## config.mk

```make
export PLATFORM = sky130hd
export DESIGN_NAME = pcs_regs
export DESIGN_NICKNAME = d
export VERILOG_FILES = /design/src/core/pcs_pkg.sv /design/src/core/pcs_regs.sv
export SDC_FILE = /design/constraint.sdc
export NUM_CORES = 1
export LEC_CHECK = 0
export BUFFER_PORTS_ARGS = -buffer_cell sky130_fd_sc_hd__buf_2
export CAP_MARGIN = 30
export CORE_MARGIN = 2
export CORE_UTILIZATION = 51
export CTS_CLUSTER_DIAMETER = 120
export DETAILED_ROUTE_END_ITERATION = 16
export PLACE_DENSITY = 0.88
export SYNTH_ARGS = -nofsm -noshare
export SYNTH_HDL_FRONTEND = slang
export SYNTH_SLANG_ARGS = --single-unit
export TNS_END_PERCENT = 5
```

## constraint.sdc

```tcl
create_clock -name clk_i -period 2.6 [get_ports clk_i]
set_clock_uncertainty 0.1 [all_clocks]
set_input_delay 0.52 -clock clk_i [delete_from_list [all_inputs] [get_ports clk_i]]
set_output_delay 0.52 -clock clk_i [all_outputs]
set_load 0.02 [all_outputs]
```

## src/core/pcs_pkg.sv

```systemverilog
// constants for the port control and status register bank
package pcs_pkg;
  // register indices (byte address = index * 4)
  localparam logic [1:0] REG_CTRL_IDX = 2'h0;
  localparam logic [1:0] REG_STAT_IDX = 2'h1;
  localparam logic [1:0] REG_IDHI_IDX = 2'h2;
  localparam logic [3:0] REG_IRQ_STAT = 4'hC;
  localparam logic [3:0] REG_IRQ_MASK = 4'hD;
  // control word fields
  localparam int CTRL_RESET_BIT = 15;
  localparam int CTRL_SPEED_BIT = 13;
  localparam int CTRL_ANEN_BIT = 12;
  localparam int CTRL_PWDN_BIT = 11;
  localparam int CTRL_RSTAN_BIT = 9;
  localparam int CTRL_DUPLEX_BIT = 8;
  // status word fixed bits: caps 14..11, preamble 6, aneg able 3, ext regs 0
  localparam logic [15:0] STAT_FIXED = 16'h7849;
  localparam int STAT_DONE_BIT = 5;
  localparam int STAT_RFAULT_BIT = 4;
  localparam int STAT_LINK_BIT = 2;
  localparam int STAT_JABBER_BIT = 1;
  // identifier: value arbitrary, not a real maker code
  localparam logic [15:0] ID_HIGH_VALUE = 16'h1234;
  // soft reset length in cycles
  localparam int SOFT_RST_CYCLES = 4;
  localparam logic [2:0] SOFT_RST_LAST = 3'(SOFT_RST_CYCLES - 1);
  // interrupt status bits
  localparam int IRQ_DONE = 0;
  localparam int IRQ_RFAULT = 1;
  localparam int IRQ_LINKDN = 2;
  localparam int IRQ_JABBER = 3;
  localparam int IRQ_W = 4;
endpackage

```

## src/core/pcs_regs.sv

```systemverilog
// port control/status register bank behind a classic wishbone slave
`timescale 1ns/1ps
// What this block does
// - power down selects low power; leaving it forces soft reset and renegotiation
// - isolate bit reads zero, writes ignored
// - restart bit starts negotiation, self clears; any reset also restarts
// - collision test bit reads zero, no test function
// - upper speed bit and control bits 5..0 read zero
// - status bits 14..11 read one
// - status bits 15, 10, 9, 8, 7 read zero
// - status bit 6 reads one; preamble-less frames accepted
// - status bit 5 shows negotiation complete, resets to zero
// - status bit 4 latches high on far end fault
// - status bit 3 reads one, negotiation capable
// - link bit latches low on drop until read; read twice for live state
// - status bit 1 latches high on jabber
// - status bit 0 reads one, extended registers present
// - identifier word read-only, fixed across all resets
// - control bit 15 resets port at once, self clears when done
// - control bit 13 selects speed; change drops link, renegotiates
module pcs_regs (
  // clock and reset
  input wire logic clk_i,
  input wire logic rst_i,
  // wishbone slave
  input wire logic wb_cyc_i,
  input wire logic wb_stb_i,
  input wire logic wb_we_i,
  input wire logic [5:0] wb_adr_i,
  input wire logic [3:0] wb_sel_i,
  input wire logic [31:0] wb_dat_i,
  output logic [31:0] wb_dat_o,
  output logic wb_ack_o,
  // pins: strap [2]=speed [1]=aneg enable [0]=duplex
  input wire logic [2:0] negotiation_strap_pins_i,
  input wire logic far_end_fault_i,
  input wire logic jabber_i,
  input wire logic link_up_i,
  // negotiation engine
  input wire logic negotiation_complete_i,
  output logic renegotiate_trigger_o,
  output logic port_reset_o,
  output logic low_power_select_o,
  output logic speed_fast_o,
  output logic negotiation_enable_o,
  output logic full_duplex_o,
  output logic link_drop_o,
  // interrupt
  output logic irq_o
);
  // pin synchronisers: two flops per pin, only the second one is read
  localparam int N_SYNC = 7;
  logic [N_SYNC-1:0] pins_raw;
  logic [N_SYNC-1:0] pins_s;
  logic [2:0] strap_s;
  logic fault_s;
  logic jabber_s;
  logic link_s;
  logic done_s;
  assign pins_raw = {negotiation_strap_pins_i, far_end_fault_i, jabber_i,
                     link_up_i, negotiation_complete_i};
  for (genvar g = 0; g < N_SYNC; g++) begin : g_sync
    logic meta_ff;
    logic safe_ff;
    always_ff @(posedge clk_i) begin
      meta_ff <= pins_raw[g];
      safe_ff <= meta_ff;
    end
    assign pins_s[g] = safe_ff;
  end
  // bits are independent levels, so no word needs a gray code here
  assign strap_s = pins_s[6:4];
  assign fault_s = pins_s[3];
  assign jabber_s = pins_s[2];
  assign link_s = pins_s[1];
  assign done_s = pins_s[0];

  // straps caught a few cycles after release so the synchroniser has settled
  logic [1:0] strap_wait_ff;
  logic strap_load;
  always_ff @(posedge clk_i) begin
    if (rst_i) begin
      strap_wait_ff <= 2'h0;
    end else if (strap_wait_ff != 2'h3) begin
      strap_wait_ff <= strap_wait_ff + 2'h1;
    end
  end
  assign strap_load = (strap_wait_ff == 2'h2);

  // one-hot register select, shared by the write strobes and the read side
  localparam int SEL_CTRL = 0;
  localparam int SEL_STAT = 1;
  localparam int SEL_IDHI = 2;
  localparam int SEL_ISTAT = 3;
  localparam int SEL_IMASK = 4;
  function automatic logic [4:0] reg_select(input logic [3:0] index);
    logic [4:0] hit;
    hit = 5'h00;
    case (index)
      {2'h0, pcs_pkg::REG_CTRL_IDX}: hit[SEL_CTRL] = 1'b1;
      {2'h0, pcs_pkg::REG_STAT_IDX}: hit[SEL_STAT] = 1'b1;
      {2'h0, pcs_pkg::REG_IDHI_IDX}: hit[SEL_IDHI] = 1'b1;
      pcs_pkg::REG_IRQ_STAT: hit[SEL_ISTAT] = 1'b1;
      pcs_pkg::REG_IRQ_MASK: hit[SEL_IMASK] = 1'b1;
      default: hit = 5'h00;
    endcase
    return hit;
  endfunction

  // wishbone decode
  logic req;
  logic [3:0] idx;
  logic [4:0] rsel;
  logic wr_ctrl;
  logic wr_mask;
  logic rd_stat;
  logic rd_irq;
  logic [15:0] wdat;
  // ack gates req so a held strobe is taken only once
  assign req = wb_cyc_i && wb_stb_i && !wb_ack_o;
  assign idx = wb_adr_i[5:2];
  assign rsel = reg_select(idx);
  assign wdat = wb_dat_i[15:0];
  assign wr_ctrl = req && wb_we_i && rsel[SEL_CTRL] && wb_sel_i[1];
  assign wr_mask = req && wb_we_i && rsel[SEL_IMASK] && wb_sel_i[0];
  assign rd_stat = req && !wb_we_i && rsel[SEL_STAT];
  assign rd_irq = req && !wb_we_i && rsel[SEL_ISTAT];

  // soft reset sequencing
  logic pwdn_ff;
  logic [2:0] srst_cnt_ff;
  logic srst_busy;
  logic wake;
  logic srst_req;
  assign srst_busy = (srst_cnt_ff != 3'h0);
  assign wake = wr_ctrl && wb_sel_i[1] && pwdn_ff && !wdat[pcs_pkg::CTRL_PWDN_BIT];
  assign srst_req = (wr_ctrl && wdat[pcs_pkg::CTRL_RESET_BIT]) || wake;

  always_ff @(posedge clk_i) begin
    if (rst_i) begin
      srst_cnt_ff <= 3'h0;
    end else if (srst_req) begin
      srst_cnt_ff <= pcs_pkg::SOFT_RST_LAST + 3'h1;
    end else if (srst_busy) begin
      srst_cnt_ff <= srst_cnt_ff - 3'h1;
    end
  end

  always_ff @(posedge clk_i) begin
    if (rst_i) begin
      port_reset_o <= 1'b0;
    end else begin
      port_reset_o <= srst_req || (srst_cnt_ff > 3'h1);
    end
  end

  // pending mode bits written by software, applied only at soft reset or wake
  logic [2:0] pend_ff;
  logic [2:0] mode_ff;
  logic [2:0] pend_new;
  assign pend_new = {wdat[pcs_pkg::CTRL_SPEED_BIT], wdat[pcs_pkg::CTRL_ANEN_BIT],
                     wdat[pcs_pkg::CTRL_DUPLEX_BIT]};
  always_ff @(posedge clk_i) begin
    if (rst_i) begin
      pend_ff <= 3'h0;
      mode_ff <= 3'h0;
    end else if (strap_load) begin
      pend_ff <= strap_s;
      mode_ff <= strap_s;
    end else if (srst_req) begin
      pend_ff <= wr_ctrl && wb_sel_i[1] ? pend_new : pend_ff;
      mode_ff <= wr_ctrl && wb_sel_i[1] ? pend_new : pend_ff;
    end else if (wr_ctrl) begin
      pend_ff <= pend_new;
    end
  end
  assign speed_fast_o = mode_ff[2];
  assign negotiation_enable_o = mode_ff[1];
  assign full_duplex_o = mode_ff[0];

  logic speed_q_ff;
  always_ff @(posedge clk_i) begin
    if (rst_i) begin
      speed_q_ff <= 1'b0;
      link_drop_o <= 1'b0;
    end else if (strap_load) begin
      // straps set the first speed, which is no change: track it silently
      speed_q_ff <= strap_s[2];
      link_drop_o <= 1'b0;
    end else begin
      speed_q_ff <= mode_ff[2];
      link_drop_o <= (speed_q_ff != mode_ff[2]);
    end
  end

  always_ff @(posedge clk_i) begin
    if (rst_i) begin
      pwdn_ff <= 1'b0;
    end else if (wr_ctrl) begin
      pwdn_ff <= wdat[pcs_pkg::CTRL_PWDN_BIT];
    end
  end
  assign low_power_select_o = pwdn_ff;

  // negotiation restart pulse
  logic restart_hw;
  assign restart_hw = strap_load;
  always_ff @(posedge clk_i) begin
    if (rst_i) begin
      renegotiate_trigger_o <= 1'b0;
    end else begin
      renegotiate_trigger_o <= (wr_ctrl && wdat[pcs_pkg::CTRL_RSTAN_BIT])
        || restart_hw || srst_req
        || (link_drop_o && mode_ff[1]);
    end
  end

  // latched status flags; the done flag is registered as is, not latched
  logic rfault_ff;
  logic jabber_ff;
  logic link_ff;
  logic done_ff;
  always_ff @(posedge clk_i) begin
    if (rst_i || port_reset_o) begin
      rfault_ff <= 1'b0;
      jabber_ff <= 1'b0;
      link_ff <= 1'b0;
      done_ff <= 1'b0;
    end else begin
      done_ff <= done_s;
      // set wins over the clear done by a read
      rfault_ff <= fault_s || (rfault_ff && !rd_stat);
      jabber_ff <= jabber_s || (jabber_ff && !rd_stat);
      link_ff <= link_s && (link_ff || rd_stat);
    end
  end

  // control and status words as read
  logic [15:0] ctrl_rd;
  logic [15:0] stat_rd;
  always_comb begin
    ctrl_rd = 16'h0000;
    ctrl_rd[pcs_pkg::CTRL_RESET_BIT] = srst_busy;
    ctrl_rd[pcs_pkg::CTRL_SPEED_BIT] = pend_ff[2];
    ctrl_rd[pcs_pkg::CTRL_ANEN_BIT] = pend_ff[1];
    ctrl_rd[pcs_pkg::CTRL_PWDN_BIT] = pwdn_ff;
    ctrl_rd[pcs_pkg::CTRL_DUPLEX_BIT] = pend_ff[0];
  end
  always_comb begin
    stat_rd = pcs_pkg::STAT_FIXED;
    stat_rd[pcs_pkg::STAT_DONE_BIT] = done_ff;
    stat_rd[pcs_pkg::STAT_RFAULT_BIT] = rfault_ff;
    stat_rd[pcs_pkg::STAT_LINK_BIT] = link_ff;
    stat_rd[pcs_pkg::STAT_JABBER_BIT] = jabber_ff;
  end

  // interrupts: sticky status cleared by reading it, mask of same layout
  logic [pcs_pkg::IRQ_W-1:0] irq_stat_ff;
  logic [pcs_pkg::IRQ_W-1:0] irq_mask_ff;
  logic [pcs_pkg::IRQ_W-1:0] irq_ev;
  logic done_q_ff;
  logic link_q_ff;
  always_ff @(posedge clk_i) begin
    if (rst_i) begin
      done_q_ff <= 1'b0;
      link_q_ff <= 1'b0;
    end else begin
      done_q_ff <= done_s;
      link_q_ff <= link_s;
    end
  end
  always_comb begin
    irq_ev = '0;
    irq_ev[pcs_pkg::IRQ_DONE] = done_s && !done_q_ff;
    irq_ev[pcs_pkg::IRQ_RFAULT] = fault_s;
    irq_ev[pcs_pkg::IRQ_LINKDN] = link_q_ff && !link_s;
    irq_ev[pcs_pkg::IRQ_JABBER] = jabber_s;
  end
  always_ff @(posedge clk_i) begin
    if (rst_i) begin
      irq_stat_ff <= '0;
    end else begin
      irq_stat_ff <= irq_ev | (rd_irq ? '0 : irq_stat_ff);
    end
  end
  always_ff @(posedge clk_i) begin
    if (rst_i) begin
      irq_mask_ff <= '0;
    end else if (wr_mask) begin
      irq_mask_ff <= wb_dat_i[pcs_pkg::IRQ_W-1:0];
    end
  end
  always_ff @(posedge clk_i) begin
    if (rst_i) begin
      irq_o <= 1'b0;
    end else begin
      irq_o <= |(irq_stat_ff & irq_mask_ff);
    end
  end

  // bus answer: one cycle after the strobe, unmapped reads give zero
  always_ff @(posedge clk_i) begin
    if (rst_i) begin
      wb_ack_o <= 1'b0;
      wb_dat_o <= 32'h0000_0000;
    end else begin
      wb_ack_o <= req;
      wb_dat_o <= 32'h0000_0000;
      if (req && !wb_we_i) begin
        unique case (idx)
          {2'h0, pcs_pkg::REG_CTRL_IDX}: wb_dat_o <= {16'h0000, ctrl_rd};
          {2'h0, pcs_pkg::REG_STAT_IDX}: wb_dat_o <= {16'h0000, stat_rd};
          {2'h0, pcs_pkg::REG_IDHI_IDX}: wb_dat_o <= {16'h0000, pcs_pkg::ID_HIGH_VALUE};
          pcs_pkg::REG_IRQ_STAT: wb_dat_o <= {28'h0000000, irq_stat_ff};
          pcs_pkg::REG_IRQ_MASK: wb_dat_o <= {28'h0000000, irq_mask_ff};
          default: wb_dat_o <= 32'h0000_0000;
        endcase
      end
    end
  end
endmodule // pcs_regs

```

Word level (Yosys, flattened, before mapping)
Cells that the tools add are included.
Operators by class
  add/sub/neg operators: 2
  order comparisons: 1
  eq/ne operators: 7
  multiplexer cells: 15
  bitwise gates (word level): 3
  reduce and logical (&&, ||, !) cells: 45
Operators by type and width (count)
  case mux 16 bit (5 select lines): 1
  2-to-1 mux 3 bit: 8
  logical AND 1 bit: 21
  logical OR 1 bit: 9
  equality test 4 bit, second input constant: 2
  logical NOT 1 bit: 6
  nonzero test 3 bit: 2
  OR reduction 2 bit: 3
  2-to-1 mux 1 bit: 5
  bitwise AND 4 bit: 1
  equality test 4 x 1 -> 1 bit, second input constant: 1
  equality test 4 x 2 -> 1 bit, second input constant: 1
  logical NOT 4 bit: 1
  2-to-1 mux 4 bit: 1
  bitwise OR 4 bit: 1
  nonzero test 2 bit: 2
  OR reduction 4 bit: 1
  > comparator 3 x 1 -> 1 bit, second input constant: 1
  subtractor 3 x 1 -> 3 bit, second input constant: 1
  adder 2 x 1 -> 2 bit, second input constant: 1
  equality test 2 bit, second input constant: 1
  != test 2 bit, second input constant: 1
  != test 1 bit: 1
  inverter 1 bit: 1
Word-level totals
  bits in registers: 78
  input bits: 54
  output and inout bits: 41
  logic and storage cells: 108

Depth between registers and ports, before layout
  depth in word-level cells: 11
  gate-level depth with buffers: 5
  gate-level depth less buffers: 5

Worst setup path before layout
No wires, ideal clock.
  kind: input to register
  from: in wb_adr_i[5]
  to: reg jabber_ff
  library setup time: 130 ps
  arrival: 1460 ps
  data required time: 2370 ps
  path slack: 910 ps
  stages on the path: 4
  buffers on the path: 0
  cell sequence: or2_4 > or4_4 > a21oi_1 > nor3_1
On the way
  cells in the longest elaborated chain, start to end: 6
Ends and longest elaborated chain
  start, declared: RTL line pcs_regs.sv:29  | input wire logic [5:0] wb_adr_i,
  equality test 4 x 1 -> 1 bit: RTL line pcs_regs.sv:99  | case (index)
  2-to-1 mux 1 bit: RTL line pcs_regs.sv:99
  logical AND 1 bit: RTL line pcs_regs.sv:126  | assign rd_stat = req && !wb_we_i && rsel[SEL_STAT];
  logical NOT 1 bit: RTL line pcs_regs.sv:233  | jabber_ff <= jabber_s || (jabber_ff && !rd_stat);
  logical AND 1 bit: RTL line pcs_regs.sv:233
  logical OR 1 bit: RTL line pcs_regs.sv:233
  end signal, assigned: RTL line pcs_regs.sv:233
  end, declared: RTL line pcs_regs.sv:220  | logic jabber_ff;
No other way between the ends.
A chain may end at the register's enable or synchronous reset.

Worst setup path in the final report
  from: in wb_adr_i[2]
  to: reg irq_stat_ff[2] (netlist bit)
On the way
  cells in the longest elaborated chain, start to end: 5
Ends and longest elaborated chain
  equality test 4 bit: RTL line pcs_regs.sv:99
  2-to-1 mux 1 bit: RTL line pcs_regs.sv:99
  logical AND 1 bit: RTL line pcs_regs.sv:127  | assign rd_irq = req && !wb_we_i && rsel[SEL_ISTAT];
  2-to-1 mux 4 bit: RTL line pcs_regs.sv:283  | irq_stat_ff <= irq_ev | (rd_irq ? '0 : irq_stat_ff);
  bitwise OR 4 bit: RTL line pcs_regs.sv:283
  end signal, assigned: RTL line pcs_regs.sv:283
  end, declared: RTL line pcs_regs.sv:258  | logic [pcs_pkg::IRQ_W-1:0] irq_stat_ff;
No other way between the ends.

==> impl_metrics.yaml <==
global_routing:
  antenna_found_initial: 0
  grt_pass1_wl_um: 6740
  grt_max_degree: 32
  grt_pass1_vias: 1571
  grt-ovfl-total: 0
  grt_usage: 0.177
yosys:
  yosysTopAreaCell: "dfxtp_1"
  yosysWarnings: 0
  synth_area_leaders: "dfxtp_1, mux2i_1, buf_4"
  ys_seq_area_frac: 0.523
  synthDominantCellAreaShare: 0.523
  synth.ff_latch_count: 59
  postSynthCellCount: 221
  synth_cell_types: 38
  syn_area_um2: 2260
  synth_area_per_cell_um2: 10.2
timing:
  rsz0062_at_grt: "false"
  layout_min_cycle_time_ps: 1650
  slew_violations: 0
  fin_crit_sh: 0.636
  worst_pin_slew_ps: 569
  fin_tns_setup_ps: 0
  slew_headroom: 0.621
  hold_viol_final: 0
  fmax_mhz: 605
  setup_viol: 0
cts:
  holdBufCountCts: 0
  cts-buffers-inserted: 9
  clock_sink_count: 59
  cts_tree: "yes"
  cts.htree.levels: 3
  cts_buffer_depth: 2
  clock-root-buffer: "clkbuf_8"
  clk_pin_slew_ps: 60
  cts.repair.resized: 0
  cts_setup_buffers: 0
  clock_latency_ps: 320
floorplan:
  initial_core_util: 0.522
  dieArea_um2: 4980
  std_cell_rows: 24
  num_io_pins: 95
  die_w_um: 70.5
  fp.dieH_um: 70.5
  core-area_um2: 4320
worst_setup_path:
  startpoint_type: "input pin"
  critical_path_required_ps: 2690
  cp.arrival_ps: 1750
  critPathCaptureType: "flop"
  path_class: "in -> reg"
  crit_fanout: 14
cells_and_area:
  fin_nets: 335
  diodes: 0
  fillers: 392
  final_common_cell: "dfxtp_1"
  final_cell_mix: "dfxtp_1, buf_2, nor2_1"
  multi_input_area_um2: 963
  drive_gt1_frac: 0.279
  seq_area_um2: 1180
  area_delta_synth_final_pct: 16.8
pwr:
  pwr-share-comb: 0.172
  p_seq_frac: 0.503
  cellInternalPower_mw: 1.50
  power.leakage_nw: 1.24
  powerDensity_nw_per_um2: 794
  p_total_mw: 2.10
  clkPwrFrac: 0.326
  vdd_drop_max_mv: 0.470
  p_sw_uw: 594
  switching_share: 0.283
placed_design:
  gp_congestion: 0.818
  dp_hpwl_um: 2950
  port_buffers: 50
route:
  routedWlPerCell_um: 12.1
  drc: 0
  drt_iter0_drc: 89
  vias: 1629
  dr.pass1.iters: 4
  wl_um: 4020
  via_per_inst: 4.91
  ant_nets: 0
min_path:
  hold_path_class: "in -> reg"
flow_run:
  max_cap_viol_count: 0
outcome:
  outcome: "completed"
-- metrics by stage --
stage	std cells	cell area (um2)	setup slack [ps]	utilization	hold WS, ps
after floorplan	238	2320	910	-	210
after global placement	317	2480	658	0.573	211
after detailed placement	317	2480	614	0.573	213
after CTS	332	2640	960	0.610	179
after global routing	332	2640	904	0.610	169
final	332	2640	946	0.610	196
-- power by group through the flow --
stage	Sequential [mW]	Combinational, mW	Clock (mW)
after floorplan	1.08	0.270	0
after global placement	1.07	0.347	0
after detailed placement	1.07	0.360	0
after CTS	1.05	0.362	0.701
after global routing	1.06	0.401	0.752
final	1.05	0.360	0.683
-- Yosys cell counts --
library cell  count
nand2b_1          3
nand3b_4          1
or4_4             3
or2_4             2
o311ai_0          1
a31oi_1           1
o21ba_2           1
ha_1              5
xor2_1            1
a21oi_1          27
clkinv_1          1
clkbuf_1          1
o21bai_1          3
nor2b_1           6
and4bb_2          1
nor3_1            6
a21o_1            2
and2_1            3
dfxtp_1          59
mux2i_1          16
o2111ai_2         1
nor2_1           29
nand3_2           1
o221a_2           1
buf_4            19
a2111oi_2         1
a22oi_1           2
conb_1            1
a211oi_1          1
buf_2             1
inv_1             4
nor4_4            1
nand3_1           1
nand2_1           8
and3b_1           1
nor2_2            2
xnor2_1           2
buf_1             2
-- sequential cells by signal, indices dropped and copies added, names as in the netlist, 2 cells and up --
| signal | count |
|---|---|
| wb_dat_o | 13 |
| srst_cnt_ff | 3 |
| irq_stat_ff | 4 |
| strap_wait_ff | 2 |
| g_sync.meta_ff | 7 |
| mode_ff | 3 |
| pend_ff | 3 |
| irq_mask_ff | 4 |
| g_sync.safe_ff | 5 |
-- critical path, cell delays in order --
cell and delay, ps:
buf_2 190, or2_4 280, or4_4 520, a21oi_1 180, nor2_1 60
-- kinds of logic after synthesis --
kind of cell | synth area share
simple gates | 0.171
compound gates | 0.116
fa+ha+maj | 0.0277
flops | 0.523
xor+xnor | 0.0116
buf+inv | 0.0787
mux | 0.0709
other cells | 0.00166
-- area by class of cell --
class,instances,share of cell area
clock buffer,12,0.0550
sequential,59,0.448
timing repair buffer,50,0.0948
clock inverter,3,0.00569
tap,52,0.0247
multi-input combinational,151,0.365
inverter,5,0.00711
-- layer usage --
| layer | global-route usage | share of wire |
|---|---|---|
| met5 | 0 | 0 |
| met4 | 0.145 | 0.040 |
| met3 | 0.0484 | 0.067 |
| met2 | 0.276 | 0.47 |
| met1 | 0.202 | 0.43 |
-- final timing paths --
kind	start	end	slack (ps)	cells past startpoint
worst max register to register	wb_ack_o$_SDFF_PP0_	jabber_ff$_SDFF_PP0_	1020	4
worst max-delay path	wb_adr_i[2]	irq_stat_ff[2]$_SDFF_PP0_	950	5
worst min-delay path	negotiation_complete_i	g_sync[0].meta_ff$_DFF_P_	200	1
worst min register to register	g_sync[5].meta_ff$_DFF_P_	g_sync[5].safe_ff$_DFF_P_	230	0
Note: power is estimated with default switching activity, not from simulation.
